### config.mk
export PLATFORM = sky130hd
export DESIGN_NAME = agr_gain_slice
export DESIGN_NICKNAME = d
export VERILOG_FILES = /design/src/core/agr_pkg.sv /design/src/core/agr_bypass_decode.sv /design/src/core/agr_gain_slice.sv /design/src/core/agr_mix_reg.sv
export VERILOG_INCLUDE_DIRS = /design/src /design/src/core
export SDC_FILE = /design/constraint.sdc
export NUM_CORES = 1
export LEC_CHECK = 0
export BUFFER_PORTS_ARGS = -buffer_cell sky130_fd_sc_hd__buf_2
export CAP_MARGIN = 5
export CORE_UTILIZATION = 40
export CTS_CLUSTER_DIAMETER = 60
export DETAILED_ROUTE_END_ITERATION = 10
export PLACE_DENSITY = 0.65
export SETUP_SLACK_MARGIN = 0.2
export SYNTH_ARGS = -nofsm -noshare
export SYNTH_HDL_FRONTEND = slang
export SYNTH_SLANG_ARGS = --single-unit
### constraint.sdc
create_clock -name core_clk -period 1.9 [get_ports core_clk]
set_clock_uncertainty 0.05 [all_clocks]
set_input_delay 0.38 -clock core_clk [delete_from_list [all_inputs] [get_ports core_clk]]
set_output_delay 0.38 -clock core_clk [all_outputs]
set_load 0.1 [all_outputs]
### src/core/agr_map.svh
// Purpose: register offsets, field layouts, reset values and codes of the gain slice
// Assumes: included by its bare name wherever these constants are needed
// Notes:   holds definitions only; the types live in agr_pkg
//
// Overview of operation
// - seven-bit read/write bypass volume in D6-D0
// - bypass code 111 0101 fully mutes path
// - code 111 0100 gives deepest -72.3dB step
// - mixer registers D7-D6 read-only, reset 00
// - right mixer volume D5-D0, reset 00 0000
// - right mixer code zero means no attenuation
// - offsets 0x1A-0x32 reserved, read-only, read zero
`ifndef AGR_MAP_SVH
`define AGR_MAP_SVH

// ****************************************************************
// register offsets
// ****************************************************************
`define AGR_ADDR_W          8
`define AGR_OFF_BYPASS      8'h17
`define AGR_OFF_LMIX        8'h18
`define AGR_OFF_RMIX        8'h19
`define AGR_OFF_RSVD_LO     8'h1a
`define AGR_OFF_RSVD_HI     8'h32

// ****************************************************************
// fields and reset values
// ****************************************************************
`define AGR_BYP_W           7
`define AGR_BYP_RESET       7'h00
`define AGR_BYP_MUTE        7'h75
`define AGR_BYP_DEEPEST     7'h74
`define AGR_BYP_RSVD_LO     7'h76
`define AGR_BYP_TAB_LO      7'h61
`define AGR_MIX_W           6
`define AGR_MIX_RESET       6'h00
`define AGR_MIX_ZERO_ATTEN  6'h00
`define AGR_RO_BITS_RESET   2'h0
`define AGR_RSVD_RESET      8'h00
`define AGR_ATTEN_W         10
`define AGR_ATTEN_DEEPEST   10'h2d3

`endif

### src/core/agr_pkg.sv
// Purpose: shared types of the gain slice
// Assumes: constants come from agr_map.svh
// Notes:   nothing is imported; users write agr_pkg::name
package agr_pkg;

    // ****************************************************************
    // types
    // ****************************************************************
    typedef logic [7:0] agr_byte_t;

    // decoded register target of a bus access
    typedef enum logic [2:0] {
        AGR_SEL_NONE   = 3'b000,
        AGR_SEL_BYPASS = 3'b001,
        AGR_SEL_LMIX   = 3'b010,
        AGR_SEL_RMIX   = 3'b011,
        AGR_SEL_RSVD   = 3'b100
    } agr_sel_e;

endpackage : agr_pkg

### src/core/agr_bypass_decode.sv
// Purpose: decode the bypass volume code into mute, reserved and attenuation
// Assumes: code is a stored register value
// Notes:   attenuation is in tenths of a dB, known only for the deep tail
`timescale 1ns/1ps
`include "agr_map.svh"
module agr_bypass_decode (
    input  wire logic [6:0]  code,
    output logic             mute,
    output logic             code_rsvd,
    output logic             atten_known,
    output logic [9:0]       atten
);

    // tail of the attenuation table, tenths of a dB
    function automatic logic [9:0] tail_atten(input logic [6:0] c);
        case (c)
            7'h61:   tail_atten = 10'h1e7;
            7'h62:   tail_atten = 10'h1ed;
            7'h63:   tail_atten = 10'h1f4;
            7'h64:   tail_atten = 10'h1f7;
            7'h65:   tail_atten = 10'h1f7;
            7'h66:   tail_atten = 10'h202;
            7'h67:   tail_atten = 10'h206;
            7'h68:   tail_atten = 10'h20b;
            7'h69:   tail_atten = 10'h20f;
            7'h6a:   tail_atten = 10'h219;
            7'h6b:   tail_atten = 10'h21e;
            7'h6c:   tail_atten = 10'h22a;
            7'h6d:   tail_atten = 10'h237;
            7'h6e:   tail_atten = 10'h247;
            7'h6f:   tail_atten = 10'h25a;
            7'h70:   tail_atten = 10'h273;
            7'h71:   tail_atten = 10'h283;
            7'h72:   tail_atten = 10'h296;
            7'h73:   tail_atten = 10'h2af;
            7'h74:   tail_atten = `AGR_ATTEN_DEEPEST;
            default: tail_atten = 10'h000;
        endcase
    endfunction : tail_atten

    // flag decode; mute wins over any attenuation figure
    assign mute        = (code == `AGR_BYP_MUTE);
    assign code_rsvd   = (code >= `AGR_BYP_RSVD_LO);
    assign atten_known = (code >= `AGR_BYP_TAB_LO) && (code <= `AGR_BYP_DEEPEST);
    assign atten       = atten_known ? tail_atten(code) : 10'h000;

endmodule : agr_bypass_decode

### src/core/agr_gain_slice.sv
// Purpose: register slice for bypass and mixer-amplifier gain control
// Assumes: one clock, plain register port, reads answered one cycle later
// Notes:   decoded bypass outputs lag the register by one cycle
//
// Local design decision: the strobed register port.
`timescale 1ns/1ps
`include "agr_map.svh"
module agr_gain_slice (
    input  wire logic        core_clk,
    input  wire logic        rst_n,
    input  wire logic [7:0]  reg_addr,
    input  wire logic [7:0]  reg_wdata,
    input  wire logic        reg_wr,
    input  wire logic        reg_rd,
    output logic [7:0]       reg_rdata,
    output logic             reg_rvalid,
    output logic [6:0]       bypass_vol,
    output logic             bypass_mute,
    output logic             bypass_code_rsvd,
    output logic             bypass_atten_known,
    output logic [9:0]       bypass_atten,
    output logic [5:0]       left_mix_vol,
    output logic [5:0]       right_mix_vol,
    output logic             right_mix_zero_atten
);

    // ****************************************************************
    // address decode
    // ****************************************************************
    // shared by the write and the read path
    function automatic agr_pkg::agr_sel_e sel_of(input logic [7:0] a);
        if (a == `AGR_OFF_BYPASS) begin
            sel_of = agr_pkg::AGR_SEL_BYPASS;
        end else if (a == `AGR_OFF_LMIX) begin
            sel_of = agr_pkg::AGR_SEL_LMIX;
        end else if (a == `AGR_OFF_RMIX) begin
            sel_of = agr_pkg::AGR_SEL_RMIX;
        end else if (a >= `AGR_OFF_RSVD_LO && a <= `AGR_OFF_RSVD_HI) begin
            sel_of = agr_pkg::AGR_SEL_RSVD;
        end else begin
            sel_of = agr_pkg::AGR_SEL_NONE;
        end
    endfunction : sel_of

    agr_pkg::agr_sel_e sel;
    logic              wr_bypass;
    logic [1:0]        wr_mix;
    logic [5:0]        mix_vol [2];
    logic [7:0]        mix_rd  [2];
    logic [1:0]        mix_zero;

    assign sel       = sel_of(reg_addr);
    // writes to the reserved block and unmapped space are dropped
    assign wr_bypass = reg_wr && (sel == agr_pkg::AGR_SEL_BYPASS);
    assign wr_mix[0] = reg_wr && (sel == agr_pkg::AGR_SEL_LMIX);
    assign wr_mix[1] = reg_wr && (sel == agr_pkg::AGR_SEL_RMIX);

    // ****************************************************************
    // bypass volume register
    // ****************************************************************
    logic [6:0] bypass_q;
    logic [6:0] bypass_d;

    // host keeps off reserved codes; they are stored but flagged
    assign bypass_d = wr_bypass ? reg_wdata[6:0] : bypass_q;

    // storage; d7 is never stored
    always_ff @(posedge core_clk or negedge rst_n) begin
        if (!rst_n) begin
            bypass_q <= `AGR_BYP_RESET;
        end else begin
            bypass_q <= bypass_d;
        end
    end

    // ****************************************************************
    // mixer-amplifier volume registers, left then right
    // ****************************************************************
    for (genvar i = 0; i < 2; i++) begin : g_mix
        agr_mix_reg u_mix (
            .core_clk   (core_clk),
            .rst_n      (rst_n),
            .wr_hit     (wr_mix[i]),
            .wr_data    (reg_wdata),
            .vol        (mix_vol[i]),
            .rd_val     (mix_rd[i]),
            .zero_atten (mix_zero[i])
        );
    end

    // ****************************************************************
    // bypass decode and registered gain outputs
    // ****************************************************************
    logic       dec_mute;
    logic       dec_rsvd;
    logic       dec_known;
    logic [9:0] dec_atten;

    agr_bypass_decode u_byp_dec (
        .code        (bypass_q),
        .mute        (dec_mute),
        .code_rsvd   (dec_rsvd),
        .atten_known (dec_known),
        .atten       (dec_atten)
    );

    logic       mute_q;
    logic       rsvd_q;
    logic       known_q;
    logic [9:0] atten_q;

    // one pipeline stage so the analog side sees clean flop outputs
    always_ff @(posedge core_clk or negedge rst_n) begin
        if (!rst_n) begin
            mute_q  <= 1'b0;
            rsvd_q  <= 1'b0;
            known_q <= 1'b0;
            atten_q <= 10'h000;
        end else begin
            mute_q  <= dec_mute;
            rsvd_q  <= dec_rsvd;
            known_q <= dec_known;
            atten_q <= dec_atten;
        end
    end

    assign bypass_vol           = bypass_q;
    assign bypass_mute          = mute_q;
    assign bypass_code_rsvd     = rsvd_q;
    assign bypass_atten_known   = known_q;
    assign bypass_atten         = atten_q;
    assign left_mix_vol         = mix_vol[0];
    assign right_mix_vol        = mix_vol[1];
    assign right_mix_zero_atten = mix_zero[1];

    // ****************************************************************
    // read path
    // ****************************************************************
    logic [7:0] rd_mux;
    logic [7:0] rdata_q;
    logic       rvalid_q;

    // reserved block and unmapped offsets read their reset value
    assign rd_mux = (sel == agr_pkg::AGR_SEL_BYPASS) ? {1'b0, bypass_q} :
                    (sel == agr_pkg::AGR_SEL_LMIX)   ? mix_rd[0] :
                    (sel == agr_pkg::AGR_SEL_RMIX)   ? mix_rd[1] :
                    `AGR_RSVD_RESET;

    // data stands only in the cycle after the strobe
    always_ff @(posedge core_clk or negedge rst_n) begin
        if (!rst_n) begin
            rdata_q  <= 8'h00;
            rvalid_q <= 1'b0;
        end else begin
            rdata_q  <= reg_rd ? rd_mux : 8'h00;
            rvalid_q <= reg_rd;
        end
    end

    assign reg_rdata  = rdata_q;
    assign reg_rvalid = rvalid_q;

    // ****************************************************************
    // check helpers
    // ****************************************************************
    logic [6:0] code_lag_q;

    // code that the registered gain outputs describe right now
    always_ff @(posedge core_clk or negedge rst_n) begin
        if (!rst_n) begin
            code_lag_q <= `AGR_BYP_RESET;
        end else begin
            code_lag_q <= bypass_q;
        end
    end

    // ****************************************************************
    // checks
    // ****************************************************************
    property p_rsvd_reads_zero;
        @(posedge core_clk) disable iff (!rst_n)
        (reg_rd && reg_addr >= 8'h1a && reg_addr <= 8'h32) |=> (reg_rdata == 8'h00);
    endproperty
    a_rsvd_reads_zero: assert property (p_rsvd_reads_zero)
        else $error("reserved register read nonzero");

    property p_rsvd_write_ignored;
        @(posedge core_clk) disable iff (!rst_n)
        (reg_wr && reg_addr >= 8'h1a && reg_addr <= 8'h32)
            |=> ($stable(bypass_vol) && $stable(left_mix_vol) && $stable(right_mix_vol));
    endproperty
    a_rsvd_write_ignored: assert property (p_rsvd_write_ignored)
        else $error("reserved write changed a live register");

    property p_bypass_write_read;
        @(posedge core_clk) disable iff (!rst_n)
        (reg_wr && reg_addr == 8'h17) ##1 (reg_rd && reg_addr == 8'h17 && !reg_wr)
            |=> (reg_rdata == {1'b0, $past(reg_wdata[6:0], 2)});
    endproperty
    a_bypass_write_read: assert property (p_bypass_write_read)
        else $error("bypass volume readback wrong");

    property p_right_read;
        @(posedge core_clk) disable iff (!rst_n)
        (reg_rd && reg_addr == 8'h19) |=> (reg_rdata == {2'h0, $past(right_mix_vol)});
    endproperty
    a_right_read: assert property (p_right_read)
        else $error("right mixer readback wrong");

    property p_mute;
        @(posedge core_clk) disable iff (!rst_n)
        (bypass_vol == 7'h75) |=> (bypass_mute && !bypass_atten_known);
    endproperty
    a_mute: assert property (p_mute)
        else $error("mute code did not mute");

    property p_deepest;
        @(posedge core_clk) disable iff (!rst_n)
        (bypass_vol == 7'h74) |=> (!bypass_mute && bypass_atten == 10'd723);
    endproperty
    a_deepest: assert property (p_deepest)
        else $error("deepest step not -72.3dB");

    property p_code_rsvd;
        @(posedge core_clk) disable iff (!rst_n)
        (bypass_vol >= 7'h76) |=> bypass_code_rsvd;
    endproperty
    a_code_rsvd: assert property (p_code_rsvd)
        else $error("reserved bypass code not flagged");

    property p_right_zero;
        @(posedge core_clk) disable iff (!rst_n)
        (reg_wr && reg_addr == 8'h19 && reg_wdata[5:0] != 6'h00) |=> !right_mix_zero_atten;
    endproperty
    a_right_zero: assert property (p_right_zero)
        else $error("zero attenuation with nonzero code");

    property p_right_reset;
        @(posedge core_clk)
        $rose(rst_n) |-> (right_mix_vol == 6'h00 && right_mix_zero_atten);
    endproperty
    a_right_reset: assert property (p_right_reset)
        else $error("right mixer not at reset value");

    property p_bypass_write;
        @(posedge core_clk) disable iff (!rst_n)
        (reg_wr && reg_addr == `AGR_OFF_BYPASS) |=> (bypass_vol == $past(reg_wdata[6:0]));
    endproperty
    a_bypass_write: assert property (p_bypass_write)
        else $error("bypass volume did not take the write");

    property p_bypass_read;
        @(posedge core_clk) disable iff (!rst_n)
        (reg_rd && reg_addr == `AGR_OFF_BYPASS) |=> (reg_rdata == {1'b0, $past(bypass_vol)});
    endproperty
    a_bypass_read: assert property (p_bypass_read)
        else $error("bypass readback wrong");

    property p_left_read;
        @(posedge core_clk) disable iff (!rst_n)
        (reg_rd && reg_addr == `AGR_OFF_LMIX) |=> (reg_rdata == {2'h0, $past(left_mix_vol)});
    endproperty
    a_left_read: assert property (p_left_read)
        else $error("left mixer readback wrong");

    property p_right_write;
        @(posedge core_clk) disable iff (!rst_n)
        (reg_wr && reg_addr == `AGR_OFF_RMIX) |=> (right_mix_vol == $past(reg_wdata[5:0]));
    endproperty
    a_right_write: assert property (p_right_write)
        else $error("right mixer did not take the write");

    property p_read_answer;
        @(posedge core_clk) disable iff (!rst_n)
        reg_rd |=> reg_rvalid;
    endproperty
    a_read_answer: assert property (p_read_answer)
        else $error("read strobe got no answer");

    property p_read_idle;
        @(posedge core_clk) disable iff (!rst_n)
        !reg_rd |=> (!reg_rvalid && reg_rdata == 8'h00);
    endproperty
    a_read_idle: assert property (p_read_idle)
        else $error("read data stood without a strobe");

    property p_known_range;
        @(posedge core_clk) disable iff (!rst_n)
        (bypass_vol >= `AGR_BYP_TAB_LO && bypass_vol <= `AGR_BYP_DEEPEST)
            |=> (bypass_atten_known && !bypass_mute && !bypass_code_rsvd);
    endproperty
    a_known_range: assert property (p_known_range)
        else $error("tail code not decoded as a known step");

    property p_code_clear;
        @(posedge core_clk) disable iff (!rst_n)
        (bypass_vol < `AGR_BYP_RSVD_LO) |=> !bypass_code_rsvd;
    endproperty
    a_code_clear: assert property (p_code_clear)
        else $error("legal bypass code flagged reserved");

    property p_atten_rises;
        @(posedge core_clk) disable iff (!rst_n)
        (bypass_atten_known && $past(bypass_atten_known) && code_lag_q > $past(code_lag_q))
            |-> (bypass_atten >= $past(bypass_atten));
    endproperty
    a_atten_rises: assert property (p_atten_rises)
        else $error("attenuation fell as the code rose");

endmodule : agr_gain_slice

### src/core/agr_mix_reg.sv
// Purpose: one mixer-amplifier volume register with read-only top bits
// Assumes: write strobe already decoded for this register
// Notes:   zero_atten is registered beside the field, no extra lag
`timescale 1ns/1ps
`include "agr_map.svh"
module agr_mix_reg (
    input  wire logic        core_clk,
    input  wire logic        rst_n,
    input  wire logic        wr_hit,
    input  wire logic [7:0]  wr_data,
    output logic [5:0]       vol,
    output logic [7:0]       rd_val,
    output logic             zero_atten
);

    logic [5:0] vol_q;
    logic [5:0] vol_d;
    logic       zero_q;
    logic       zero_d;

    // ****************************************************************
    // field update
    // ****************************************************************
    // only d5-d0 are stored; d7-d6 of the write are dropped
    assign vol_d  = wr_hit ? wr_data[5:0] : vol_q;
    assign zero_d = (vol_d == `AGR_MIX_ZERO_ATTEN);

    // storage
    always_ff @(posedge core_clk or negedge rst_n) begin
        if (!rst_n) begin
            vol_q  <= `AGR_MIX_RESET;
            zero_q <= 1'b1;
        end else begin
            vol_q  <= vol_d;
            zero_q <= zero_d;
        end
    end

    // readback, top bits pinned to their reset value
    assign rd_val     = {`AGR_RO_BITS_RESET, vol_q};
    assign vol        = vol_q;
    assign zero_atten = zero_q;

    // ****************************************************************
    // checks
    // ****************************************************************
    property p_mix_write_takes;
        @(posedge core_clk) disable iff (!rst_n)
        wr_hit |=> (vol == $past(wr_data[5:0]));
    endproperty
    a_mix_write_takes: assert property (p_mix_write_takes)
        else $error("mixer volume did not take the write");

    property p_mix_hold;
        @(posedge core_clk) disable iff (!rst_n)
        !wr_hit |=> $stable(vol);
    endproperty
    a_mix_hold: assert property (p_mix_hold)
        else $error("mixer volume changed without a write");

    property p_mix_top_ro;
        @(posedge core_clk) disable iff (!rst_n)
        (wr_hit && wr_data[7:6] != 2'h0) |=> (rd_val[7:6] == 2'h0);
    endproperty
    a_mix_top_ro: assert property (p_mix_top_ro)
        else $error("mixer read-only bits took a write");

    property p_mix_zero;
        @(posedge core_clk) disable iff (!rst_n)
        wr_hit |=> (zero_atten == ($past(wr_data[5:0]) == 6'h00));
    endproperty
    a_mix_zero: assert property (p_mix_zero)
        else $error("zero attenuation flag wrong after write");

endmodule : agr_mix_reg

==> results of run 1 <==
what timing repair did:
action,4_1_cts,5_1_grt
hold endpoints to repair,6,0
resized for setup,5,2
hold buffers,1,0
endpoints found under the setup margin,5,3
where the power goes:
| part | internal (mW) | switching, mW | leakage, nW |
|---|---|---|---|
| clock network | 0.428 | 0.290 | 0.0585 |
| logic | 0.0989 | 0.286 | 0.606 |
| registers | 0.904 | 0.0454 | 0.551 |
kinds of logic after synthesis:
group | synth area share [%]
other | 0.1903
buffers and inverters | 3.809
AND/OR/NAND/NOR | 16.64
AO/OA/AOI/OAI | 12.51
multiplexers | 14.29
flip-flops | 52.13
XOR/XNOR | 0.4445
layer usage:
| layer | vias up | share of wire [%] |
|---|---|---|
| met5 | - | 0 |
| met4 | 0 | 0.81 |
| met3 | 4 | 4.3 |
| met2 | 42 | 47 |
| met1 | 736 | 47 |
| li1 | 742 | - |
state kept, by name, indices dropped and copies added (netlist names):
name,flops
bypass_vol,7
bypass_mute,1
g_mix.u_mix.vol,12
reg_rvalid,1
g_mix.u_mix.zero_atten,1
bypass_atten_known,1
bypass_code_rsvd,1
reg_rdata,7
bypass_atten,10
layout make-up:
cell class                 count  share of cell area, %
sequential                    41                  42.30
multi-input combinational    117                  35.08
timing repair buffer          63                  14.24
clock buffer                   7                  3.483
tap                           67                  3.382
clock inverter                 1                  1.212
inverter                       2                 0.3029
metrics by stage:
stage / utilization (%) / area (um^2)
after floorplan: - / 1996
after global placement: 49.46 / 2336
after detailed placement: 49.46 / 2336
after CTS: 52.40 / 2475
after global routing: 52.48 / 2479
final: 52.48 / 2479
path summary, 6_finish.rpt:
kind,slack (ns),to,from
max,0.25,right_mix_zero_atten,g_mix[1].u_mix.zero_atten$_DFF_PN1_
min,0.15,reg_rvalid$_DFF_PN0_,reg_rd
max reg2reg,0.32,bypass_atten[5]$_DFF_PN0_,bypass_vol[1]$_DFFE_PN0P_
min reg2reg,0.49,g_mix[0].u_mix.vol[2]$_DFFE_PN0P_,g_mix[0].u_mix.vol[2]$_DFFE_PN0P_
max in group asynchronous,0.73,g_mix[1].u_mix.zero_atten$_DFF_PN1_,rst_n
min in group asynchronous,0.53,reg_rdata[1]$_DFF_PN0_,rst_n
placed cells by master, fill, tap and decap left out, types with 2 or more instances in the layout:
| cell type | n |
|---|---|
| mux2_2 | 25 |
| dfrtp_1 | 33 |
| clkbuf_8 | 6 |
| dfrtp_4 | 5 |
| nand2b_1 | 3 |
| nand3_1 | 2 |
| o21ai_0 | 9 |
| dfrtp_2 | 2 |
| inv_1 | 2 |
| nor2b_1 | 3 |
| buf_2 | 54 |
| buf_4 | 7 |
| nand4_1 | 2 |
| a22oi_1 | 6 |
| a21oi_1 | 11 |
| nor3b_1 | 3 |
| nor3_1 | 3 |
| nor2_1 | 16 |
| nand2_1 | 8 |
| nor4_1 | 2 |
==> impl_metrics.toml, run 1 <==
[status]
outcome = "completed"

[setup_path]
cp_max_fo = 1
ff2ff_path_depth = 4
cp_top_family = "flip-flops"
path_depth = 1
worst_setup_path_end_kind = "output port"
crit_chain = "buf_2"
crit_type = "reg -> out"
crit_path_top_delay_cell = "dfstp_2"
startpoint_type = "flip-flop"
cpPeakStageDelay_ns = 0.52
cp_num_buf_inv = 1
crit_arrival_ns = 1.22
crit_required_ns = 1.47

[final_layout]
multi_input_area_um2 = 869.6
layout.cells.non_filler = 298
area_delta_synth_final_pct = 25.78
drive_above_1_share_pct = 47.62
seqCellArea_um2 = 1049
diodes = 0
nets = 250
fillCellCount = 429

[routing]
viasPerCell = 5.114
routed-via-count = 1524
drt_first_pass_iters = 4
final_antenna_net_count = 0
drc = 0
wl_mm = 4.196
routedWlPerCell_um = 14.08
first_iter_violations = 134

[synth]
synth_ff_type = "dfrtp_1"
syn_nets = 194
yosys.area.top_type = "dfrtp_1"
synth.avg_cell_area_um2 = 11.33
synth_enable_flop_cells = 0
ys_ff_latch = 41
synth_common_cells = "40 x dfrtp_1, 25 x mux2_2, 16 x nor2_1"
ys_top_cells_by_area = "dfrtp_1 51%, mux2_2 14%, nor2_1 3.0%"
synth_top_area_share_pct = 50.79
syn_area_um2 = 1971
ys_warn_count = 0
synth_cells = 174
yosys.cell_count.top_type = "dfrtp_1"
ys_async_sr_fraction_pct = 100.0
ys_types = 42
yosysSeqAreaShare_pct = 52.13

[sta]
period_needed_ns = 1.649
tns_ns = 0
drv_slew = 0
rsz0062_at_grt = "yes"
final-hold-violation-count = 0
max_clock_freq_mhz = 606.6
timing.hold.ws_ns = 0.1480
layout_setup_ws_ns = 0.2514
setup_viol = 0
period_share_pct = 86.77

[global_route]
met3_usage_pct = 5.278
overflow = 0
antenna_found_initial = 0
grt_usage_pct = 17.57
gr-usage-met1_pct = 23.83
top_usage_layer = "met2"
grt_pass1_wl_mm = 6.893
grt_max_degree = 27
grt_pass1_vias = 1407
met2_usage_pct = 26.90

[floorplanning]
die_y_um = 72.19
core_area_um2 = 4723
rows = 25
die_x_um = 72.19
boundaryPins = 62
start_util_pct = 41.72
die-area_um2 = 5211

[clocking]
cts_buffers = 5
clockBufferDepth = 2
clk_latency_ns = 0.29
cts_setup_buffers = 0
clk_pin_slew_ns = 0.08
cts_root_buf = "clkbuf_8"
h-tree-depth = 2
clkSinkCount = 41
cts_tree = "yes"

[placement]
pre_cts_slack_ns = 0.1020
post-dp-hpwl_mm = 2.875
dp.cells = 289
port_buffers = 59
gp_congestion = 0.7630

[pwr]
p_per_area_nw_per_um2 = 828.4
p_leak_nw = 1.216
total_power_mw = 2.053
max-vdd-ir-drop_mv = 0.4562

[min_path]
hold_depth = 1
min_path_type = "in -> reg"

[job]
drv_cap = 0
Note: power is estimated with default switching activity, not from simulation.
==> run 2, diff against run 1 <==
Settings changed: CORE_ASPECT_RATIO set to 0.9.
==> impl_metrics.toml, run 2 (synthesis results as in run 1) <==
[setup_path]
startpoint_type = "flip-flop"
cpPeakStageDelay_ns = 0.52
worst_setup_path_end_kind = "output port"
cp_max_fo = 1
cp_num_buf_inv = 1
crit_path_top_delay_cell = "dfstp_2"
crit_type = "reg -> out"
crit_required_ns = 1.47
crit_chain = "buf_2"
cp_top_family = "flip-flops"
crit_arrival_ns = 1.22

[final_layout]
layout_commonest_cell = "buf_2"
largest_reg_flops = 12
layout.cells.non_filler = 296
area_delta_synth_final_pct = 25.59
nets = 253
diodes = 0
final_cell_mix = "54 x buf_2, 33 x dfrtp_1, 25 x mux2_2, 16 x nor2_1"
drive_above_1_share_pct = 49.15

[placement]
post-dp-hpwl_mm = 2.959
gp_congestion = 0.7705
pre_cts_slack_ns = 0.09637
dp.cells = 286
port_buffers = 59

[routing]
routed-via-count = 1546
final_antenna_net_count = 0
viasPerCell = 5.223
first_iter_violations = 197
wl_mm = 4.231
drt_first_pass_iters = 4
routedWlPerCell_um = 14.29
drc = 0

[global_route]
grt_usage_pct = 16.33
overflow = 0
grt_pass1_wl_mm = 6.437
grt_pass1_vias = 1305
grt_max_degree = 23
antenna_found_initial = 0

[sta]
tns_ns = 0
period_needed_ns = 1.651
tightestPinTransition_ns = 0.5088
final-hold-violation-count = 13
maxSlewHeadroom_pct = 66.08
setup_viol = 0
drv_slew = 0
timing.hold.ws_ns = -0.005037
max_clock_freq_mhz = 605.6
rsz0062_at_grt = "no"
period_share_pct = 86.90
layout_setup_ws_ns = 0.2489

[pwr]
swShare_pct = 31.58
seq_power_share_pct = 46.1
p_sw_mw = 0.6447
p_clk_share_pct = 34.5
max-vdd-ir-drop_mv = 0.4797
intPower_mw = 1.397
p_comb_share_pct = 19.3
p_leak_nw = 1.224
p_per_area_nw_per_um2 = 824.9

[floorplanning]
core_area_um2 = 4604
die_y_um = 68.59
start_util_pct = 42.80
boundaryPins = 62
rows = 23
die-area_um2 = 5211
die_x_um = 75.99

[min_path]
min_path_type = "in -> async"

[clocking]
cts_root_buf = "clkbuf_8"
clockBufferDepth = 2
h-tree-depth = 2
clk_latency_ns = 0.29
cts_buffers = 5
clk_pin_slew_ns = 0.08
cts_tree = "yes"
clkSinkCount = 41
holdBufCountCts = 0

[job]
drv_cap = 0

[status]
outcome = "finished, violations left"
violations = "negative hold slack"
-- run 2: power groups by stage --
stage / combinational (mW) / clock, mW / sequential, mW
6_report: 0.395 / 0.705 / 0.942
5_1_grt: 0.419 / 0.766 / 0.947
4_1_cts: 0.388 / 0.724 / 0.947
3_5_place_dp: 0.384 / 0 / 0.964
3_3_place_gp: 0.382 / 0 / 0.964
2_1_floorplan: 0.127 / 0 / 1.13
-- run 2: final timing paths --
check	slack (ns)	endpoint	cells past startpoint	startpoint
hold / removal	-0.005	bypass_atten[0]$_DFF_PN0_	1	rst_n
max in group asynchronous	1.22	reg_rdata[2]$_DFF_PN0_	2	rst_n
min in group core_clk	0.15	reg_rvalid$_DFF_PN0_	1	reg_rd
hold reg to reg	0.49	g_mix[0].u_mix.vol[4]$_DFFE_PN0P_	1	g_mix[0].u_mix.vol[4]$_DFFE_PN0P_
setup / recovery	0.25	right_mix_zero_atten	1	g_mix[1].u_mix.zero_atten$_DFF_PN1_
setup reg to reg	0.35	bypass_atten[5]$_DFF_PN0_	4	bypass_vol[4]$_DFFE_PN0P_
-- run 2: routing by layer --
metal,share of wire (%),GRT usage [%],up-vias
li1,-,-,747
met1,48,23.02,736
met2,45,24.66,58
met3,6.2,3.947,5
met4,1.1,6.010,0
met5,0,0,-
-- run 2: through the flow --
step	hold slack (ns)	area [um^2]	power, mW	utilization [%]
floorplan	0.03441	1996	1.255	-
global placement	0.3249	2332	1.346	50.65
detailed placement	0.3280	2332	1.348	50.65
CTS	0.003113	2460	2.059	53.42
global route	0.02251	2475	2.132	53.75
finish	-0.005037	2475	2.042	53.75
-- run 2: cell type report --
class | instances | area (um^2)
Fill cell | 431 | 2130
Sequential cell | 41 | 1046
Multi-Input combinational cell | 117 | 868.3
Timing Repair Buffer | 66 | 360.3
Tap cell | 62 | 77.57
Clock buffer | 5 | 68.82
Clock inverter | 3 | 46.29
Inverter | 2 | 7.507
-- run 2: repair_timing --
item,CTS,global route
buffers inserted,0,2
resized for setup,5,0
setup endpoints to repair,5,1
gates cloned,0,0
-- run 2: worst reg2reg max path: cells and delay by family, from the launching register on --
kind	cells	cell delay, ns
AOI/OAI and AO/OA	3	0.40
DFF	1	0.56
and+or+nand+nor	1	0.48
